[src/logic/fdnp_pkg.sv]
package fdnp_pkg;
    // Register indices
    localparam logic [3:0] FDNP_REG_CLK = 4'h5;
    localparam logic [3:0] FDNP_REG_RXGAIN = 4'h9;
    localparam logic [3:0] FDNP_REG_GSRC = 4'hb;
    localparam logic [3:0] FDNP_REG_TXOPT = 4'hc;
    localparam logic [3:0] FDNP_REG_RXOPT = 4'hd;
    localparam logic [3:0] FDNP_REG_DRIVE = 4'he;
    // Port clock control bits
    localparam int FDNP_CLK_DIS = 0;
    localparam int FDNP_CLK_INV = 1;
    localparam int FDNP_CLK_OSC = 2;
    // Gain source select bits
    localparam int FDNP_GS_MAP3 = 1;
    localparam int FDNP_GS_TXBUS = 2;
    localparam int FDNP_GS_SWSTB = 3;
    localparam int FDNP_GS_RXPORT = 5;
    localparam int FDNP_GS_TXPORT = 6;
    // Port option bits
    localparam int FDNP_OPT_BIN = 0;
    localparam int FDNP_OPT_NEG = 1;
    localparam int FDNP_OPT_LSF = 2;
    localparam int FDNP_OPT_INVS = 4;
    localparam int FDNP_RXG_EN = 6;
    // Reset values
    localparam logic [7:0] FDNP_GSRC_RST = 8'h04;
    localparam logic [7:0] FDNP_ZERO8 = 8'h00;
    localparam logic [5:0] FDNP_GAIN_MIN = 6'h00;
    localparam logic [5:0] FDNP_MAP3_STEP = 6'h08;
    localparam int FDNP_FIFO_DEPTH = 4;
    // Receive word carrier
    typedef struct packed {
        logic [11:0] data;
    } fdnp_rx_word_t;
    // Register write request carrier
    typedef struct packed {
        logic [3:0] addr;
        logic [7:0] data;
    } fdnp_reg_wr_t;
endpackage : fdnp_pkg

[src/logic/fdnp_port.sv]
`timescale 1ns/100ps
// Summary of operation
// - Mode strap high splits port into simultaneous 6-bit transmit and receive buses.
// - Samples move as 6-bit nibbles, two nibbles per internal word.
// - Device drives one port clock at nibble rate for both buses.
// - Clock control bit 2 routes buffered oscillator input to port clock.
// - Two transmit nibbles join into one 10-bit twos complement word.
// - Transmit nibbles sampled on port clock rising edge by default.
// - Sync-low nibble is most significant, next sync-high nibble least significant.
// - Sync held low re-reads latest transmit data until a new second nibble.
// - Receive 12-bit twos complement word sent as two nibbles, rising-edge valid.
// - Receive MS nibble sent with sync low, LS nibble with sync high.
// - Option bit 0 switches each path to straight binary.
// - Option bit 4 inverts sync polarity; bit 2 sends LS nibble first.
// - Option bit 1 moves each port's edge to falling clock edge.
// - Clock control bit 1 inverts port clock, bit 0 disables it.
// - Receive gain 6-bit code, reset to minimum -12 dB.
// - Serial gain access acts only when its bit 6 is set.
// - Gain load over transmit bus only in full-duplex, enabled by default.
// - Strobe high with sync low loads gain code on selected edge.
// - Strobe low routes transmit nibbles to the interpolator path.
// - Gain port passes directly to register chosen by select bits 5, 6.
// - 3-bit mapping takes code from upper gain port bits, 8 dB steps.
// - Codes 000 and 001 give minimum; each higher code adds 8 dB.
// - Select bit 3 asserts the gain strobe internally for continuous updates.
module fdnp_port (
    // Clock and reset
    input wire logic clk,
    input wire logic reset,
    // Straps and clock sources
    input wire logic mode_full_duplex,
    input wire logic synth_clock,
    input wire logic oscillator_input,
    // Port clock
    output logic port_clock_out,
    output logic port_clock_out_oe,
    // Transmit nibble bus
    input wire logic [5:0] tx_nibble,
    input wire logic tx_word_sync,
    input wire logic gain_strobe,
    input wire logic tx_quiet_input,
    // Receive nibble bus
    output logic [5:0] rx_nibble,
    output logic rx_word_sync,
    output logic rx_nibble_oe,
    // Gain word port
    input wire logic [5:0] gain_word_port,
    // Register port
    input wire logic reg_wr,
    input wire fdnp_pkg::fdnp_reg_wr_t reg_wr_req,
    input wire logic [3:0] reg_rd_addr,
    output logic [7:0] reg_rd_data,
    // Sample paths
    output logic [9:0] tx_word,
    output logic tx_word_valid,
    output logic tx_output_enable,
    input wire logic rx_in_valid,
    output logic rx_in_ready,
    input wire fdnp_pkg::fdnp_rx_word_t rx_in,
    output logic [5:0] rx_gain_amp,
    output logic [5:0] tx_gain_amp
);
    import fdnp_pkg::*;

    logic [7:0] clkc_q, rxg_q, gsrc_q, txo_q, rxo_q, drv_q;
    logic [1:0] mode_s_q, syn_s_q, osc_s_q;
    logic [5:0] txn_s0_q, txn_s1_q, gwp_s0_q, gwp_s1_q;
    logic [2:0] txc_s0_q, txc_s1_q;
    logic pclk_q;
    logic [5:0] tx_ms_q;
    logic [9:0] tx_word_q;
    logic tx_valid_q;
    logic [5:0] rx_nib_q;
    logic rx_sync_q;
    logic [5:0] rx_lo_q;
    logic rx_half_q;
    logic [5:0] txg_q;
    logic rx_gain_wr;
    logic src_clk_d, pclk_d, rise_i, fall_i, tx_edge, rx_edge, full_dup;
    logic tx_first, strobe, rx_pop, rx_avail;
    logic [11:0] rx_fmt;
    fdnp_rx_word_t rx_head;

    // Converts the 3-bit mapped code to a 6-bit step code (one step per dB)
    function automatic logic [5:0] fdnp_map3(input logic [2:0] c);
        fdnp_map3 = (c < 3'h2) ? FDNP_GAIN_MIN : 6'((c - 3'h1) * FDNP_MAP3_STEP);
    endfunction : fdnp_map3

    // Picks the active edge for a port from its option byte
    function automatic logic fdnp_edge(input logic [7:0] o, input logic r, input logic f);
        fdnp_edge = o[FDNP_OPT_NEG] ? f : r;
    endfunction : fdnp_edge

    // Two-flop synchronisers for every pin input
    always_ff @(posedge clk)
    begin
        if (reset)
        begin
            mode_s_q <= 2'h0;
            syn_s_q <= 2'h0;
            osc_s_q <= 2'h0;
            txn_s0_q <= 6'h00;
            txn_s1_q <= 6'h00;
            txc_s0_q <= 3'h0;
            txc_s1_q <= 3'h0;
            gwp_s0_q <= 6'h00;
            gwp_s1_q <= 6'h00;
        end
        else
        begin
            mode_s_q <= {mode_s_q[0], mode_full_duplex};
            syn_s_q <= {syn_s_q[0], synth_clock};
            osc_s_q <= {osc_s_q[0], oscillator_input};
            txn_s0_q <= tx_nibble;
            txn_s1_q <= txn_s0_q;
            txc_s0_q <= {tx_word_sync, gain_strobe, tx_quiet_input};
            txc_s1_q <= txc_s0_q;
            gwp_s0_q <= gain_word_port;
            gwp_s1_q <= gwp_s0_q;
        end
    end

    assign full_dup = mode_s_q[1];
    // Source select: oscillator copy lets the synthesizer power down
    assign src_clk_d = clkc_q[FDNP_CLK_OSC] ? osc_s_q[1] : syn_s_q[1];
    assign pclk_d = src_clk_d ^ clkc_q[FDNP_CLK_INV];
    assign rise_i = pclk_d && !pclk_q;
    assign fall_i = !pclk_d && pclk_q;
    assign tx_edge = fdnp_edge(txo_q, rise_i, fall_i);
    assign rx_edge = fdnp_edge(rxo_q, rise_i, fall_i);

    // Port clock follows the selected source at nibble rate
    always_ff @(posedge clk)
    begin
        if (reset)
        begin
            pclk_q <= 1'b0;
        end
        else
        begin
            pclk_q <= pclk_d;
        end
    end
    assign port_clock_out = pclk_q;
    assign port_clock_out_oe = full_dup && !clkc_q[FDNP_CLK_DIS];

    // Register writes; serial gain access needs its enable bit
    assign rx_gain_wr = reg_wr && reg_wr_req.addr == FDNP_REG_RXGAIN
        && reg_wr_req.data[FDNP_RXG_EN];
    assign strobe = txc_s1_q[1] || gsrc_q[FDNP_GS_SWSTB];
    assign tx_first = txc_s1_q[2] == txo_q[FDNP_OPT_INVS];

    always_ff @(posedge clk)
    begin
        if (reset)
        begin
            clkc_q <= FDNP_ZERO8;
            gsrc_q <= FDNP_GSRC_RST;
            txo_q <= FDNP_ZERO8;
            rxo_q <= FDNP_ZERO8;
            drv_q <= FDNP_ZERO8;
        end
        else if (reg_wr)
        begin
            case (reg_wr_req.addr)
                FDNP_REG_CLK: clkc_q <= reg_wr_req.data;
                FDNP_REG_GSRC: gsrc_q <= reg_wr_req.data;
                FDNP_REG_TXOPT: txo_q <= reg_wr_req.data;
                FDNP_REG_RXOPT: rxo_q <= reg_wr_req.data;
                FDNP_REG_DRIVE: drv_q <= reg_wr_req.data;
                default: ;
            endcase
        end
    end

    // Receive gain register: serial, transmit bus and gain port sources
    always_ff @(posedge clk)
    begin
        if (reset)
            rxg_q <= {2'h0, FDNP_GAIN_MIN};
        else if (rx_gain_wr)
            rxg_q <= {2'h0, reg_wr_req.data[5:0]};
        else if (full_dup && gsrc_q[FDNP_GS_TXBUS] && strobe && tx_edge
            && txc_s1_q[2] == txo_q[FDNP_OPT_INVS])
            rxg_q <= {2'h0, txn_s1_q};
        else if (gsrc_q[FDNP_GS_RXPORT])
            rxg_q <= {2'h0, gsrc_q[FDNP_GS_MAP3] ? fdnp_map3(gwp_s1_q[5:3])
                : gwp_s1_q};
    end

    // Transmit gain via gain port only
    always_ff @(posedge clk)
    begin
        if (reset)
            txg_q <= FDNP_GAIN_MIN;
        else if (gsrc_q[FDNP_GS_TXPORT])
            txg_q <= gwp_s1_q;
    end
    assign rx_gain_amp = rxg_q[5:0];
    assign tx_gain_amp = txg_q;

    // Transmit assembly: first-nibble phase keeps re-reading latest data
    always_ff @(posedge clk)
    begin
        if (reset)
        begin
            tx_ms_q <= 6'h00;
            tx_word_q <= 10'h000;
            tx_valid_q <= 1'b0;
        end
        else
        begin
            tx_valid_q <= 1'b0;
            if (full_dup && tx_edge && !strobe)
            begin
                if (tx_first)
                    tx_ms_q <= txn_s1_q;
                else
                begin
                    tx_word_q <= txo_q[FDNP_OPT_LSF]
                        ? {txn_s1_q[4:0], tx_ms_q[4:0]} ^ {txo_q[FDNP_OPT_BIN], 9'h000}
                        : {tx_ms_q[4:0], txn_s1_q[4:0]} ^ {txo_q[FDNP_OPT_BIN], 9'h000};
                    tx_valid_q <= 1'b1;
                end
            end
        end
    end
    assign tx_word = tx_word_q;
    assign tx_word_valid = tx_valid_q;
    assign tx_output_enable = txc_s1_q[0];

    // Receive words buffered, then sent high nibble first by default
    fdnp_fifo #(.WIDTH(12), .DEPTH(FDNP_FIFO_DEPTH)) u_rx_fifo (
        .clk(clk),
        .reset(reset),
        .in_valid(rx_in_valid),
        .in_ready(rx_in_ready),
        .in_data(rx_in.data),
        .out_valid(rx_avail),
        .out_ready(rx_pop),
        .out_data(rx_head.data)
    );
    assign rx_pop = full_dup && rx_edge && !rx_half_q && rx_avail;
    assign rx_fmt = rx_head.data ^ {rxo_q[FDNP_OPT_BIN], 11'h000};

    always_ff @(posedge clk)
    begin
        if (reset)
        begin
            rx_nib_q <= 6'h00;
            rx_sync_q <= 1'b0;
            rx_lo_q <= 6'h00;
            rx_half_q <= 1'b0;
        end
        else if (full_dup && rx_edge)
        begin
            if (!rx_half_q)
            begin
                if (rx_avail)
                begin
                    rx_nib_q <= rxo_q[FDNP_OPT_LSF] ? rx_fmt[5:0] : rx_fmt[11:6];
                    rx_lo_q <= rxo_q[FDNP_OPT_LSF] ? rx_fmt[11:6] : rx_fmt[5:0];
                    rx_sync_q <= rxo_q[FDNP_OPT_INVS];
                    rx_half_q <= 1'b1;
                end
            end
            else
            begin
                rx_nib_q <= rx_lo_q;
                rx_sync_q <= !rxo_q[FDNP_OPT_INVS];
                rx_half_q <= 1'b0;
            end
        end
    end
    assign rx_nibble = rx_nib_q;
    assign rx_word_sync = rx_sync_q;
    assign rx_nibble_oe = full_dup;

    // Register readback; gain reads always return the enable bit set
    always_comb
    begin
        case (reg_rd_addr)
            FDNP_REG_CLK: reg_rd_data = clkc_q;
            FDNP_REG_RXGAIN: reg_rd_data = {2'h1, rxg_q[5:0]};
            FDNP_REG_GSRC: reg_rd_data = gsrc_q;
            FDNP_REG_TXOPT: reg_rd_data = txo_q;
            FDNP_REG_RXOPT: reg_rd_data = rxo_q;
            FDNP_REG_DRIVE: reg_rd_data = drv_q;
            default: reg_rd_data = FDNP_ZERO8;
        endcase
    end

    // Checks
    chk_gain_reset: assert property (@(posedge clk) $fell(reset) |-> rx_gain_amp == 6'h00)
        else $error("gain not minimum after reset");
    chk_tx_valid_one: assert property (@(posedge clk) disable iff (reset)
        tx_word_valid |=> !tx_word_valid)
        else $error("tx word valid longer than one cycle");
    chk_no_tx_half: assert property (@(posedge clk) disable iff (reset)
        !full_dup |=> !tx_word_valid)
        else $error("tx word in half duplex");
    chk_rx_sync_pair: assert property (@(posedge clk) disable iff (reset)
        (rx_edge && full_dup && rx_half_q) |=> rx_word_sync == !rxo_q[FDNP_OPT_INVS])
        else $error("second rx nibble sync wrong");
    chk_rx_first_sync: assert property (@(posedge clk) disable iff (reset)
        rx_pop |=> rx_word_sync == rxo_q[FDNP_OPT_INVS])
        else $error("first rx nibble sync wrong");
    chk_clk_dis: assert property (@(posedge clk) disable iff (reset)
        clkc_q[FDNP_CLK_DIS] |-> !port_clock_out_oe)
        else $error("port clock driven while disabled");
    // Pin to output is three flops; checked only while the control byte rests at default
    chk_clk_follow: assert property (@(posedge clk) disable iff (reset)
        (clkc_q == FDNP_ZERO8 && $past(clkc_q, 3) == FDNP_ZERO8 && !$past(reset, 3))
        |-> port_clock_out == $past(synth_clock, 3))
        else $error("port clock not tracking source");
    chk_strobe_block: assert property (@(posedge clk) disable iff (reset)
        strobe |=> !tx_word_valid)
        else $error("tx word while gain strobe high");
    chk_ser_gain: assert property (@(posedge clk) disable iff (reset)
        rx_gain_wr |=> rx_gain_amp == $past(reg_wr_req.data[5:0]))
        else $error("serial gain write lost");
    chk_gain_bus_load: assert property (@(posedge clk) disable iff (reset)
        (full_dup && gsrc_q[FDNP_GS_TXBUS] && strobe && tx_edge && tx_first && !rx_gain_wr)
        |=> rx_gain_amp == $past(txn_s1_q))
        else $error("gain code from transmit bus lost");
    chk_tx_gain_port: assert property (@(posedge clk) disable iff (reset)
        gsrc_q[FDNP_GS_TXPORT] |=> tx_gain_amp == $past(gwp_s1_q))
        else $error("transmit gain not following gain port");
    chk_half_rx: assert property (@(posedge clk) disable iff (reset)
        !full_dup |=> $stable(rx_nibble))
        else $error("rx nibble moved in half duplex");
    // Main scenarios
    cov_tx_word: cover property (@(posedge clk) tx_word_valid);
    cov_rx_word: cover property (@(posedge clk) rx_pop);
    cov_gain_tx: cover property (@(posedge clk) strobe && tx_edge && full_dup);
    cov_lsf_word: cover property (@(posedge clk) tx_word_valid && txo_q[FDNP_OPT_LSF]);
    cov_map3_gain: cover property (@(posedge clk) gsrc_q[FDNP_GS_RXPORT] && gsrc_q[FDNP_GS_MAP3]);
endmodule : fdnp_port

[src/logic/fdnp_fifo.sv]
`timescale 1ns/100ps
module fdnp_fifo #(
    parameter int WIDTH = 12,
    parameter int DEPTH = 4
) (
    // Clock and reset
    input wire logic clk,
    input wire logic reset,
    // Fill side
    input wire logic in_valid,
    output logic in_ready,
    input wire logic [WIDTH-1:0] in_data,
    // Drain side
    output logic out_valid,
    input wire logic out_ready,
    output logic [WIDTH-1:0] out_data
);
    localparam int AW = $clog2(DEPTH);
    logic [WIDTH-1:0] mem_q [DEPTH];
    logic [AW-1:0] wr_q;
    logic [AW-1:0] rd_q;
    logic [AW:0] cnt_q;
    logic push;
    logic pop;
    assign in_ready = (cnt_q != (AW+1)'(DEPTH));
    assign out_valid = (cnt_q != '0);
    assign push = in_valid && in_ready;
    assign pop = out_valid && out_ready;
    assign out_data = mem_q[rd_q];
    // Storage
    always_ff @(posedge clk)
    begin
        if (push)
            mem_q[wr_q] <= in_data;
    end
    // Pointers and fill count
    always_ff @(posedge clk)
    begin
        if (reset)
        begin
            wr_q <= '0;
            rd_q <= '0;
            cnt_q <= '0;
        end
        else
        begin
            if (push)
                wr_q <= (wr_q == AW'(DEPTH-1)) ? '0 : wr_q + 1'b1;
            if (pop)
                rd_q <= (rd_q == AW'(DEPTH-1)) ? '0 : rd_q + 1'b1;
            cnt_q <= cnt_q + (AW+1)'(push) - (AW+1)'(pop);
        end
    end
endmodule : fdnp_fifo

[config.mk]
export PLATFORM = sky130hd
export DESIGN_NAME = fdnp_port
export DESIGN_NICKNAME = d
export VERILOG_FILES = /design/src/logic/fdnp_pkg.sv /design/src/logic/fdnp_port.sv /design/src/logic/fdnp_fifo.sv
export SDC_FILE = /design/constraint.sdc
export NUM_CORES = 1
export LEC_CHECK = 0
export BUFFER_PORTS_ARGS = -buffer_cell sky130_fd_sc_hd__buf_4
export CORE_UTILIZATION = 39
export DETAILED_ROUTE_END_ITERATION = 8
export GPL_ROUTABILITY_DRIVEN = 0
export SLEW_MARGIN = 20
export SYNTH_ARGS = -nofsm -noshare
export SYNTH_HDL_FRONTEND = slang
export SYNTH_SLANG_ARGS = --single-unit
[constraint.sdc]
create_clock -name clk -period 2.7 [get_ports clk]
set_input_delay 0.27 -clock clk [delete_from_list [all_inputs] [get_ports clk]]
set_output_delay 0.27 -clock clk [all_outputs]
set_load 0.05 [all_outputs]
==> flow_summary.toml <==
[power_and_ir_drop]
ir_drop_mv = 0.463
p_leak_nw = 3.37
power_density_mw_per_mm2 = 686

[place]
pre_cts_ws_ns = 0.0396
dpl.hpwl_um = 11100
io_buffers = 92

[drt]
dr.first_iter.drc_count = 278
ant_nets = 0
drc = 0
wl_per_cell_um = 16.2
wl_um = 15700
vias = 4913
vias_per_cell = 5.06
firstDrtPassIters = 7

[sta]
setup_tns_ns = 0
rsz0062_at_grt = "false"
hold_violations = 0
period_minus_slack_ns = 2.56
finalMaxSlewViolations = 0
fin_ws_ns = 0.136
setup_viol = 0
fmax_mhz = 390
tightest_slew_ns = 0.745
relSlewSlack_pct = 50.4
period_share_pct = 94.9
skew_ns = 0.00830

[logic_synthesis]
ys_seq_area_share_pct = 56.2
synth_xor_area_share_pct = 0.965
synth_edf_count = 48
synthCells = 631
syn_avg_cell_area_um2 = 11.3
synthMuxAreaShare_pct = 17.7
synthFlopType = "dfxtp_1"
syn_area_mm2 = 0.00713
synth.distinct_cells = 41
synth_compound_area_share_pct = 6.51
ys_ff_latch = 176
synth_warnings = 0
synth_nets = 690
synthArstFlopShare_pct = 0
synth-simple-area-share_pct = 14.6
yosys.area_share.adder_pct = 1.68
synth_top_family_by_area = "multiplexers"

[finish]
drive_above_1_share_pct = 24.0
syn2layout_area_growth_pct = 23.5
nets = 788
layout_common_cells = "dfxtp_1, buf_4, mux2i_1"
antenna_cells = 0
layout_commonest_cell = "dfxtp_1"

[die]
io_pins = 93
floorplan.rows = 49
die_w_um = 137
core_area_mm2 = 0.0180
dieArea_mm2 = 0.0188
start_util_pct = 39.7
die_y_um = 137

[clock_network]
cts_tree = "done"
htree_levels = 4
cts_buffer_depth = 2
clk_latency_ns = 0.42
clkTransAtPathRegs_ns = 0.07
clock_sinks = 176
cts_root_buf = "clkbuf_16"
cts_buffers = 17

[critical_path]
cp-end-kind = "flip-flop"
critical-path-max-stage-delay_ns = 0.38
critical_path_arrival_ns = 2.85
crit_family = "adder cells"
worstPathCellList = "mux2i_4 -> xnor2_4 -> mux2i_4 -> nand3_4 -> inv_6 -> ha_4 -> inv_2 -> ha_4 -> inv_2 -> fa_2 -> xor2_1 -> xnor2_1 -> nor2_1"
worst-setup-path-type = "reg -> reg"
crit_buf_inv = 3
crit_required_ns = 2.99
crit_slowest_cell = "dfxtp_4"
start_kind = "flip-flop"
cp_max_fo = 3

[min_path]
hold_path_class = "in -> reg"

[global_route]
grt_use_total_pct = 17.7
grt_pass1_wl_um = 25100
antenna_found_initial = 0
overflow = 0
grt_max_degree = 53
grt_pass1_vias = 4825

[outcome]
outcome = "finished, final reports clean"

[flow_run]
max_cap_viol_count = 0
flip-flops by register name (all words and copies together), names as in the netlist, 8 cells and up, named ones only:
name / count
clkc_q: 8
drv_q: 8
gsrc_q: 8
rxo_q: 8
tx_word: 10
txo_q: 8
u_rx_fifo.mem_q: 48
layer usage:
layer / track usage [%] / vias up / wire [um]
met1: 23.1 / 2380 / 7310
li1: - / 2425 / -
met5: 0 / - / 0
met3: 3.83 / 14 / 671
met4: 5.86 / 0 / 201
met2: 29.0 / 94 / 7560
stage by stage:
step / total power [mW] / std cells / util [%] / area [um^2] / hold slack (ns)
floorplan: 3.35 / 631 / - / 7180 / 0.369
global placement: 3.57 / 938 / 45.6 / 8190 / 0.418
detailed placement: 3.60 / 938 / 45.6 / 8190 / 0.423
CTS: 6.10 / 970 / 48.9 / 8790 / 0.0275
global route: 6.27 / 971 / 49.0 / 8800 / 0.0258
finish: 6.04 / 971 / 49.0 / 8800 / 0.0404
Yosys cell counts (all sizes together), types with 3 or more instances:
| cell type | number | area (um^2) |
|---|---|---|
| dfxtp | 128 | 2560 |
| mux2i | 93 | 956 |
| nor2 | 81 | 304 |
| edfxtp | 48 | 1440 |
| nor2b | 42 | 263 |
| nand2 | 41 | 154 |
| a21oi | 29 | 145 |
| clkbuf | 26 | 97.6 |
| o211ai | 16 | 120 |
| nand3 | 15 | 92.6 |
| a211oi | 14 | 105 |
| inv | 12 | 45.0 |
| mux4 | 12 | 270 |
| o21ai | 9 | 45.0 |
| ha | 8 | 100 |
| nor3 | 7 | 45.0 |
| buf | 6 | 26.3 |
| nand3b | 6 | 45.0 |
| a31oi | 5 | 31.3 |
| and3 | 5 | 31.3 |
| nand2b | 5 | 33.8 |
| or2 | 4 | 25.0 |
| xor2 | 4 | 35.0 |
| mux2 | 3 | 33.8 |
| xnor2 | 3 | 33.8 |
kinds of logic after synthesis:
family / after synthesis
DFF: 176
muxes: 108
AOI/OAI and AO/OA: 75
xor gates and xnor gates: 7
and+or+nand+nor: 212
adders and majority gates: 9
buffers and inverters: 44
path summary, 6_finish.rpt:
check                         start  slack (ns)  cells after the start                         endpoint
max          clkc_q[2]$_SDFFE_PP0P_        0.14                     13    u_rx_fifo.cnt_q[2]$_SDFF_PP0_
min reg2reg  gwp_s0_q[1]$_SDFF_PP0_        0.44                      1           gwp_s1_q[1]$_SDFF_PP0_
max reg2reg  clkc_q[2]$_SDFFE_PP0P_        0.14                     13    u_rx_fifo.cnt_q[2]$_SDFF_PP0_
min                        rx_in[3]        0.04                      1  u_rx_fifo.mem_q[0][3]$_DFFE_PP_
final cells by class:
class                   instances  area (um^2)
flip-flops and latches        176         4010
well taps                     229          287
clock buffers                  18          439
clock inverters                14          166
fillers                      1627         9160
repair buffers                111          846
multi-input cells             411         3010
inverters                      12         50.0
what timing repair did:
item                                   CTS  global route
endpoints found under the hold margin    0             0
resized for setup                        0             2
buffers inserted                         0             1
hold buffers                             0             0
setup endpoints to repair                0             1
power breakdown:
part | total (mW) | switching, mW | internal, mW | leakage [nW]
registers | 2.91 | 0.0608 | 2.85 | 1.48
clock network | 2.50 | 1.05 | 1.45 | 0.303
logic | 0.623 | 0.368 | 0.255 | 1.58
(Power assumes the default switching activity.)
